`src/design/bisw_pkg.sv`:
```
package bisw_pkg;

  // Bus widths and request buffer depth
  localparam int ADDR_W     = 28;
  localparam int DATA_W     = 32;
  localparam int OPD_W      = 128;
  localparam int FIFO_DEPTH = 8;

  // Transfer size field codes
  localparam logic [1:0] SIZ_LONG = 2'h0;
  localparam logic [1:0] SIZ_BYTE = 2'h1;
  localparam logic [1:0] SIZ_WORD = 2'h2;
  localparam logic [1:0] SIZ_LINE = 2'h3;

  // Port width codes of the addressed region
  localparam logic [1:0] PORT_32 = 2'h0;
  localparam logic [1:0] PORT_8  = 2'h1;
  localparam logic [1:0] PORT_16 = 2'h2;

  // Access type/mode levels and direction
  localparam logic ATM_CODE  = 1'b1;
  localparam logic ATM_DATA  = 1'b0;
  localparam logic RNW_WRITE = 1'b0;

  // Request word: addr, size, type, super, code, cacheable, burst, port, data
  localparam int REQ_W = ADDR_W + 2 + 2 + 1 + 1 + 1 + 1 + 2 + OPD_W;

  typedef enum logic [3:0] {
    ST_IDLE = 4'h1,
    ST_C1   = 4'h2,
    ST_C2   = 4'h4,
    ST_C3   = 4'h8
  } bisw_state_t;

endpackage

```
`src/design/bisw_write_seq.sv`:
```
`timescale 1ns/1ps
// Notes on behaviour
// - Repeat ordinary writes until whole operand written
// - First clock: address, controls, size, start asserted
// - Second clock: start off, mode=supervisor, data out
// - Sample acknowledge end of third clock, else wait
// - Acknowledge by second clock appears by third
// - Next transfer advances address and operand portion
// - Data drivers released after final acknowledge edge
// - Tied acknowledge gives zero wait states
// - Misaligned operands flagged, never faulted
// - Odd-address instruction fetch raises address error
// - Misaligned noncacheable split into aligned accesses
// - Long at offset one: byte, word, byte
// - Straddling word goes as two byte cycles
// - Inhibited mode when burst off, operand wider
// - Size field never line, reports piece size

// Request buffer, flip-flop storage with registered ready
module bisw_fifo #(
  parameter int W = 8,
  parameter int D = 8
) (
  input  wire logic         sys_clk,
  input  wire logic         rstn,
  input  wire logic         in_valid,
  output logic              in_ready,
  input  wire logic [W-1:0] in_data,
  output logic              out_valid,
  input  wire logic         out_ready,
  output logic [W-1:0]      out_data
);
  localparam int AW = (D > 1) ? $clog2(D) : 1;

  logic [W-1:0] mem_reg [D];
  logic [AW-1:0] wr_ptr_reg;
  logic [AW-1:0] rd_ptr_reg;
  logic [AW:0]   count_reg;
  logic          not_full_reg;
  logic          push;
  logic          pop;

  // Handshakes on both sides
  assign push      = in_valid && not_full_reg;
  assign pop       = out_valid && out_ready;
  assign in_ready  = not_full_reg;
  assign out_valid = (count_reg != '0);
  assign out_data  = mem_reg[rd_ptr_reg];

  // Storage write
  always_ff @(posedge sys_clk) begin
    if (push) begin
      mem_reg[wr_ptr_reg] <= in_data;
    end
  end

  // Pointers wrap at depth, which need not be a power of two
  always_ff @(posedge sys_clk) begin
    if (!rstn) begin
      wr_ptr_reg <= '0;
      rd_ptr_reg <= '0;
    end else begin
      if (push) begin
        wr_ptr_reg <= (wr_ptr_reg == AW'(D - 1)) ? '0 : wr_ptr_reg + 1'b1;
      end
      if (pop) begin
        rd_ptr_reg <= (rd_ptr_reg == AW'(D - 1)) ? '0 : rd_ptr_reg + 1'b1;
      end
    end
  end

  // Fill level; ready is a flop so the upstream sees no comb path
  always_ff @(posedge sys_clk) begin
    if (!rstn) begin
      count_reg    <= '0;
      not_full_reg <= 1'b1;
    end else begin
      if (push && !pop) begin
        count_reg    <= count_reg + 1'b1;
        not_full_reg <= (count_reg != (AW+1)'(D - 1));
      end else if (pop && !push) begin
        count_reg    <= count_reg - 1'b1;
        not_full_reg <= 1'b1;
      end
    end
  end
endmodule

// Burst-inhibited asynchronously terminated write sequencer
module bisw_write_seq #(
  parameter int DEPTH = bisw_pkg::FIFO_DEPTH
) (
  input  wire logic        sys_clk,
  input  wire logic        rstn,
  input  wire logic        req_valid,
  output logic             req_ready,
  input  wire logic [27:0] req_addr,
  input  wire logic [1:0]  req_size,
  input  wire logic [1:0]  req_type,
  input  wire logic        req_super,
  input  wire logic        req_code,
  input  wire logic        req_cacheable,
  input  wire logic        req_burst_en,
  input  wire logic [1:0]  req_port,
  input  wire logic [127:0] req_data,
  input  wire logic        fetch_valid,
  input  wire logic        fetch_addr0,
  input  wire logic        bus_grant_n,
  input  wire logic        async_xfer_ack_n,
  input  wire logic        sync_xfer_ack_n,
  output logic             transfer_start_n,
  output logic [27:0]      bus_addr,
  output logic [1:0]       transfer_type,
  output logic             access_type_mode,
  output logic             bus_rnw,
  output logic [1:0]       transfer_size,
  output logic [31:0]      bus_data_out,
  output logic             bus_data_oe,
  output logic             xfer_done,
  output logic             addr_error,
  output logic             misaligned,
  output logic             burst_inhibit,
  output logic             busy
);
  // Operand bytes from size code
  function automatic logic [4:0] op_bytes(input logic [1:0] sz);
    case (sz)
      bisw_pkg::SIZ_BYTE: op_bytes = 5'h01;
      bisw_pkg::SIZ_WORD: op_bytes = 5'h02;
      bisw_pkg::SIZ_LONG: op_bytes = 5'h04;
      default:            op_bytes = 5'h10;
    endcase
  endfunction

  // Largest aligned piece that fits the port and the bytes left
  function automatic logic [2:0] chunk_len(input logic [1:0] a,
                                           input logic [4:0] rem,
                                           input logic [1:0] port);
    if (port == bisw_pkg::PORT_32 && a == 2'h0 && rem >= 5'h04) begin
      chunk_len = 3'h4;
    end else if (port != bisw_pkg::PORT_8 && !a[0] && rem >= 5'h02) begin
      chunk_len = 3'h2;
    end else begin
      chunk_len = 3'h1;
    end
  endfunction

  // Size field for a piece; line never appears
  function automatic logic [1:0] siz_of(input logic [2:0] n);
    case (n)
      3'h4:    siz_of = bisw_pkg::SIZ_LONG;
      3'h2:    siz_of = bisw_pkg::SIZ_WORD;
      default: siz_of = bisw_pkg::SIZ_BYTE;
    endcase
  endfunction

  // Steer operand bytes onto the lanes of the port, big-endian
  function automatic logic [31:0] lane_data(input logic [127:0] d,
                                            input logic [4:0]   ob,
                                            input logic [4:0]   idx,
                                            input logic [2:0]   n,
                                            input logic [1:0]   a,
                                            input logic [1:0]   port);
    logic [31:0]  w;
    logic [127:0] sh;
    int           lane0;
    int           k;
    w = '0;
    sh = '0;
    k = 0;
    if (port == bisw_pkg::PORT_32) begin
      lane0 = int'(a);
    end else if (port == bisw_pkg::PORT_16) begin
      lane0 = int'(a[0]);
    end else begin
      lane0 = 0;
    end
    for (int j = 0; j < 4; j++) begin
      if (j < int'(n)) begin
        k = int'(ob) - 1 - int'(idx) - j;
        sh = d >> (8 * k);
        w[31 - 8 * (lane0 + j) -: 8] = sh[7:0];
      end
    end
    return w;
  endfunction

  bisw_pkg::bisw_state_t state_reg;
  logic [bisw_pkg::REQ_W-1:0] fifo_data;
  logic        fifo_valid;
  logic        fifo_ready;
  logic [27:0] cur_addr_reg;
  logic [4:0]  rem_reg;
  logic [4:0]  idx_reg;
  logic [4:0]  ob_reg;
  logic [2:0]  chunk_reg;
  logic [127:0] data_reg;
  logic [1:0]  port_reg;
  logic        super_reg;
  logic        code_reg;
  logic        ack_int_reg;
  logic [27:0] f_addr;
  logic [1:0]  f_size;
  logic [1:0]  f_type;
  logic        f_super;
  logic        f_code;
  logic        f_cache;
  logic        f_burst;
  logic [1:0]  f_port;
  logic [127:0] f_data;
  logic [4:0]  f_bytes;
  logic [2:0]  f_chunk;
  logic        start;
  logic        piece_done;
  logic        last;
  logic [27:0] addr_next;
  logic [4:0]  rem_next;
  logic [2:0]  chunk_next;

  bisw_fifo #(
    .W (bisw_pkg::REQ_W),
    .D (DEPTH)
  ) u_fifo (
    .sys_clk   (sys_clk),
    .rstn      (rstn),
    .in_valid  (req_valid),
    .in_ready  (req_ready),
    .in_data   ({req_addr, req_size, req_type, req_super, req_code,
                 req_cacheable, req_burst_en, req_port, req_data}),
    .out_valid (fifo_valid),
    .out_ready (fifo_ready),
    .out_data  (fifo_data)
  );

  // Unpack head request; cacheable operands are split the same way
  assign {f_addr, f_size, f_type, f_super, f_code, f_cache, f_burst,
          f_port, f_data} = fifo_data;
  assign f_bytes = op_bytes(f_size);
  assign f_chunk = chunk_len(f_addr[1:0], f_bytes, f_port);

  // Only pull work while idle and owning the bus
  assign fifo_ready = (state_reg == bisw_pkg::ST_IDLE) && !bus_grant_n;
  assign start      = fifo_ready && fifo_valid;

  // Sync ack or an early async ack ends C2; async ack ends C3 or a wait
  assign piece_done = (state_reg == bisw_pkg::ST_C2 &&
                       (!sync_xfer_ack_n || ack_int_reg)) ||
                      (state_reg == bisw_pkg::ST_C3 && ack_int_reg);
  assign rem_next   = rem_reg - 5'(chunk_reg);
  assign last       = (rem_next == 5'h00);
  assign addr_next  = cur_addr_reg + 28'(chunk_reg);
  assign chunk_next = chunk_len(addr_next[1:0], rem_next, port_reg);

  // Registered acknowledge: a level seen at C2 is sampled at end of C3
  always_ff @(posedge sys_clk) begin
    if (!rstn) begin
      ack_int_reg <= 1'b0;
    end else begin
      ack_int_reg <= !async_xfer_ack_n;
    end
  end

  // Per-transfer clock sequence
  always_ff @(posedge sys_clk) begin
    if (!rstn) begin
      state_reg <= bisw_pkg::ST_IDLE;
    end else begin
      case (state_reg)
        bisw_pkg::ST_IDLE: begin
          if (start) begin
            state_reg <= bisw_pkg::ST_C1;
          end
        end
        bisw_pkg::ST_C1: begin
          state_reg <= bisw_pkg::ST_C2;
        end
        bisw_pkg::ST_C2, bisw_pkg::ST_C3: begin
          if (piece_done) begin
            state_reg <= last ? bisw_pkg::ST_IDLE : bisw_pkg::ST_C1;
          end else begin
            state_reg <= bisw_pkg::ST_C3;
          end
        end
        default: begin
          state_reg <= bisw_pkg::ST_IDLE;
        end
      endcase
    end
  end

  // Operand progress
  always_ff @(posedge sys_clk) begin
    if (!rstn) begin
      cur_addr_reg <= '0;
      rem_reg      <= '0;
      idx_reg      <= '0;
      ob_reg       <= '0;
      chunk_reg    <= '0;
      data_reg     <= '0;
      port_reg     <= bisw_pkg::PORT_32;
      super_reg    <= 1'b0;
      code_reg     <= bisw_pkg::ATM_DATA;
    end else if (start) begin
      cur_addr_reg <= f_addr;
      rem_reg      <= f_bytes;
      idx_reg      <= '0;
      ob_reg       <= f_bytes;
      chunk_reg    <= f_chunk;
      data_reg     <= f_data;
      port_reg     <= f_port;
      super_reg    <= f_super;
      code_reg     <= f_code ? bisw_pkg::ATM_CODE : bisw_pkg::ATM_DATA;
    end else if (piece_done && !last) begin
      cur_addr_reg <= addr_next;
      rem_reg      <= rem_next;
      idx_reg      <= idx_reg + 5'(chunk_reg);
      chunk_reg    <= chunk_next;
    end
  end

  // Address and control pins, updated on entry to C1 and C2
  always_ff @(posedge sys_clk) begin
    if (!rstn) begin
      transfer_start_n <= 1'b1;
      bus_addr         <= '0;
      transfer_type    <= '0;
      access_type_mode <= bisw_pkg::ATM_DATA;
      bus_rnw          <= 1'b1;
      transfer_size    <= bisw_pkg::SIZ_BYTE;
    end else if (start) begin
      transfer_start_n <= 1'b0;
      bus_addr         <= f_addr;
      transfer_type    <= f_type;
      access_type_mode <= f_code ? bisw_pkg::ATM_CODE : bisw_pkg::ATM_DATA;
      bus_rnw          <= bisw_pkg::RNW_WRITE;
      transfer_size    <= siz_of(f_chunk);
    end else if (piece_done && !last) begin
      transfer_start_n <= 1'b0;
      bus_addr         <= addr_next;
      access_type_mode <= code_reg;
      transfer_size    <= siz_of(chunk_next);
    end else if (state_reg == bisw_pkg::ST_C1) begin
      transfer_start_n <= 1'b1;
      access_type_mode <= super_reg;
    end
  end

  // Data bus; drivers drop on the edge that recognises the last ack
  always_ff @(posedge sys_clk) begin
    if (!rstn) begin
      bus_data_out <= '0;
      bus_data_oe  <= 1'b0;
    end else if (state_reg == bisw_pkg::ST_C1) begin
      bus_data_out <= lane_data(data_reg, ob_reg, idx_reg, chunk_reg,
                                cur_addr_reg[1:0], port_reg);
      bus_data_oe  <= 1'b1;
    end else if (piece_done && last) begin
      bus_data_oe  <= 1'b0;
    end
  end

  // Status: mode and alignment of the operand in flight
  always_ff @(posedge sys_clk) begin
    if (!rstn) begin
      misaligned    <= 1'b0;
      burst_inhibit <= 1'b0;
    end else if (start) begin
      misaligned    <= (f_size == bisw_pkg::SIZ_WORD && f_addr[0]) ||
                       (f_bytes >= 5'h04 && f_addr[1:0] != 2'h0);
      burst_inhibit <= !f_burst &&
                       (f_bytes > {2'h0, chunk_len(2'h0, 5'h10, f_port)});
    end
  end

  // Event pulses and busy level; odd fetch is reported, never put on the bus
  always_ff @(posedge sys_clk) begin
    if (!rstn) begin
      xfer_done  <= 1'b0;
      addr_error <= 1'b0;
      busy       <= 1'b0;
    end else begin
      xfer_done  <= piece_done && last;
      addr_error <= fetch_valid && fetch_addr0;
      busy       <= start || (busy && !(piece_done && last));
    end
  end
endmodule

```
`config.mk`:
```
export PLATFORM = sky130hd
export DESIGN_NAME = bisw_write_seq
export DESIGN_NICKNAME = d
export VERILOG_FILES = /design/src/design/bisw_pkg.sv /design/src/design/bisw_write_seq.sv
export SDC_FILE = /design/constraint.sdc
export NUM_CORES = 2
export LEC_CHECK = 0
export BUFFER_PORTS_ARGS = -buffer_cell sky130_fd_sc_hd__buf_2
export CAP_MARGIN = 25
export CORE_MARGIN = 2
export CORE_UTILIZATION = 35
export CTS_BUF_LIST = sky130_fd_sc_hd__clkbuf_4 sky130_fd_sc_hd__clkbuf_8 sky130_fd_sc_hd__clkbuf_16
export CTS_CLUSTER_DIAMETER = 30
export CTS_CLUSTER_SIZE = 10
export DETAILED_ROUTE_END_ITERATION = 8
export GPL_ROUTABILITY_DRIVEN = 0
export GPL_TIMING_DRIVEN = 0
export MAX_ROUTING_LAYER = met4
export SLEW_MARGIN = 5
export SYNTH_ARGS = -nofsm -noshare
export SYNTH_HDL_FRONTEND = slang
export SYNTH_SLANG_ARGS = --single-unit
```
`constraint.sdc`:
```
create_clock -name sys_clk -period 27.3 [get_ports sys_clk]
set_input_delay 5.46 -clock sys_clk [delete_from_list [all_inputs] [get_ports sys_clk]]
set_output_delay 5.46 -clock sys_clk [all_outputs]
set_load 0.005 [all_outputs]
```
==> impl_metrics.env <==
export IMPL_clk_pin_slew_ns=0.05
export IMPL_grt_pass1_vias=38900
export IMPL_synth_async_reset_ratio_pct=0
export IMPL_final_core_util_pct=44.7
export IMPL_synth_edf_count=1320
export IMPL_synthCells=3619
export IMPL_cts_max_level=5
export IMPL_cts_buffer_depth=4
export IMPL_synth_top_area_share_pct=61.6
export IMPL_synth_nets=3840
export IMPL_ir_drop_uv=56.7
export IMPL_coreArea_um2=183000
export IMPL_worst_setup_path_start_kind="primary input"
export IMPL_internal_power_mw=6.26
export IMPL_drv_cap=0
export IMPL_post_cts_resized=0
export IMPL_cp_end_kind="flip-flop"
export IMPL_die_h_um=433
export IMPL_cts_buffers=316
export IMPL_clkPwrFrac_pct=43.5
export IMPL_crit_required_ns=28.09
export IMPL_vias=38800
export IMPL_ys_seq_area_share_pct=69.0
export IMPL_hpwl_um=135000
export IMPL_period_needed_ns=7.89
export IMPL_yosys_area_top_type="edfxtp_1"
export IMPL_pwr_share_comb_pct=23.1
export IMPL_grt_pass1_wl_um=273000
export IMPL_area_growth_pct=27.0
export IMPL_firstDrtPassIters=6
export IMPL_finalMaxSlewViolations=0
export IMPL_drt_iter0_drc=4147
export IMPL_track_usage_pct=20.6
export IMPL_grt_remaining_overflow=0
export IMPL_p_leak_nw=27.2
export IMPL_final_common_cell="edfxtp_1"
export IMPL_drtAntennaViolNets=0
export IMPL_post_cts_buffers=0
export IMPL_finalHoldViolCount=0
export IMPL_dieArea_um2=187000
export IMPL_rsz0062_at_grt="false"
export IMPL_power_density_nw_per_um2=110
export IMPL_tritoncts="built"
export IMPL_drc=0
export IMPL_yosysWarnings=0
export IMPL_criticalPathCategory="in -> reg"
export IMPL_port_buffers=245
export IMPL_fp_dieW_um=433
export IMPL_maxSlewHeadroom_pct=24.4
export IMPL_min_path_type="reg -> reg"
export IMPL_finalCritPeriodShare_pct=28.9
export IMPL_clock_latency_ns=0.91
export IMPL_antenna_found_initial=70
export IMPL_timing_fmax_mhz=127
export IMPL_setup_tns_ns=0
export IMPL_syn_area_um2=64400
export IMPL_vias_per_cell=5.44
export IMPL_synth_cell_types=83
export IMPL_pin_count=248
export IMPL_final_cell_mix="1320 x edfxtp_1, 422 x mux4_2, 337 x clkbuf_16, 295 x buf_2, 241 x nor2_1"
export IMPL_synth_area_leaders="edfxtp_1 62%, mux4_2 15%, dfxtp_1 7.5%"
export IMPL_grt_max_degree=25
export IMPL_worst_pin_slew_ns=1.13
export IMPL_row_count=157
export IMPL_worstPathArrival_ns=8.68
export IMPL_setup_violations=0
export IMPL_start_util_pct=35.2
export IMPL_largest_reg_flops=1320
export IMPL_cp_max_fo=10
export IMPL_cts_sinks=1560
export IMPL_fillers=15800
export IMPL_ys_seq_elements=1560
export IMPL_nNetsFinal=4619
export IMPL_fin_worst_skew_ns=0.0605
export IMPL_outcome="completed"
export IMPL_layout_drive_gt1_share_pct=33.3
export IMPL_power_frac_seq_pct=33.4
export IMPL_root_buffer="clkbuf_16"
export IMPL_wl_per_cell_um=26.4
export IMPL_wl_um=188000
export IMPL_switching_power_mw=2.70
export IMPL_syn_area_per_cell_um2=17.8
export IMPL_ys_flop_type="edfxtp_1"
export IMPL_ctsHoldBuffers=0
export IMPL_p_sw_share_pct=30.1
-- cell families (layout without fill, tap and decap cells) --
group | after synthesis | in the layout | share of synthesized area, %
flip-flops | 1560 | 1560 | 69.0
multiplexers | 642 | 642 | 18.3
AND/OR/NAND/NOR | 572 | 572 | 4.11
AO/OA/AOI/OAI | 482 | 482 | 5.15
buffers and inverters | 272 | 1292 | 1.74
adder cells (fa/ha/maj) | 47 | 47 | 0.972
XOR/XNOR | 44 | 44 | 0.735
other | 0 | 27 | 0
-- cells in the mapped netlist (6+ instances only) --
cell	count
mux4_2	422
nand3_1	34
nor2b_1	22
a221oi_1	10
xnor2_1	28
o21ai_0	66
xor2_1	10
inv_1	45
a21o_1	6
nand3b_1	6
nor3_1	32
o21ai_1	9
nor2_1	242
nor4_1	11
ha_1	42
or3_1	10
o211ai_1	8
mux2i_1	186
buf_1	34
o221ai_1	17
and3_1	9
edfxtp_1	1320
a211oi_1	163
nand2_1	137
clkbuf_1	131
a21oi_1	94
a22oi_1	13
nor4b_1	7
buf_2	49
mux2_2	33
dfxtp_1	240
nand4_1	11
and2_1	13
a31oi_1	12
nand2b_1	13
o22ai_1	31
a22o_1	7
-- metal layers --
layer / up-vias / wire length (µm) / global-route usage (%)
li1: 16500 / - / -
met1: 19900 / 75800 / 26.1
met2: 1891 / 89000 / 31.9
met3: 544 / 16200 / 5.30
met4: 0 / 7400 / 7.63
met5: - / 0 / -
-- critical path, stage by stage --
cell      delay (ns)
buf_2           0.09
nor3_1          0.08
inv_1           0.35
clkbuf_1        0.56
clkbuf_1        0.54
ha_1            0.29
inv_1           0.11
ha_1            0.28
a21o_1          0.17
a21oi_1         0.18
xnor2_1         0.09
or3_1           0.31
a21oi_1         0.16
-- cell type report --
| class | count | area, µm² | share of cell area [%] |
|---|---|---|---|
| plain buffers | 221 | 926 | 1.13 |
| multi-input cells | 1787 | 18900 | 23.1 |
| clock buffers | 373 | 8760 | 10.7 |
| repair buffers | 461 | 3300 | 4.03 |
| flip-flops and latches | 1560 | 44400 | 54.3 |
| diodes | 27 | 67.6 | 0.0826 |
| inverters | 51 | 191 | 0.234 |
| well taps | 2464 | 3080 | 3.77 |
| clock inverters | 186 | 2160 | 2.64 |
-- power by group through the flow --
stage / logic (mW) / clock network (mW) / registers (mW)
floorplan: 1.37 / 0 / 2.90
detailed placement: 2.01 / 0 / 3.01
finish: 2.07 / 3.90 / 3.00
global placement: 1.97 / 0 / 3.06
global route: 2.19 / 4.07 / 2.99
CTS: 2.02 / 3.95 / 2.97
-- metrics by stage --
stage               area [µm²]  std cells  setup WS [ns]  power, mW  hold slack, ns
floorplan                64400       3619           3.69       4.27           0.439
global placement         68700       6328         -15.45       5.03           0.461
detailed placement       70600       6528          18.51       5.02           0.471
CTS                      81500       7087          19.48       8.94           0.454
global route             81800       7125          19.28       9.25           0.476
finish                   81800       7130          19.41       8.96           0.458
-- path summary, 6_finish.rpt --
| path | from | end | slack [ns] | cells after the start |
|---|---|---|---|---|
| max | bus_grant_n | u_fifo.count_reg[3] | 19.41 | 13 |
| min reg2reg | u_fifo.rd_ptr_reg[2] | flip-flop | 0.46 | 2 |
| max reg2reg | ob_reg[0] | bus_data_out[8] | 21.32 | 18 |
| min | u_fifo.rd_ptr_reg[2] | flip-flop | 0.46 | 2 |
(Power assumes the default switching activity.)
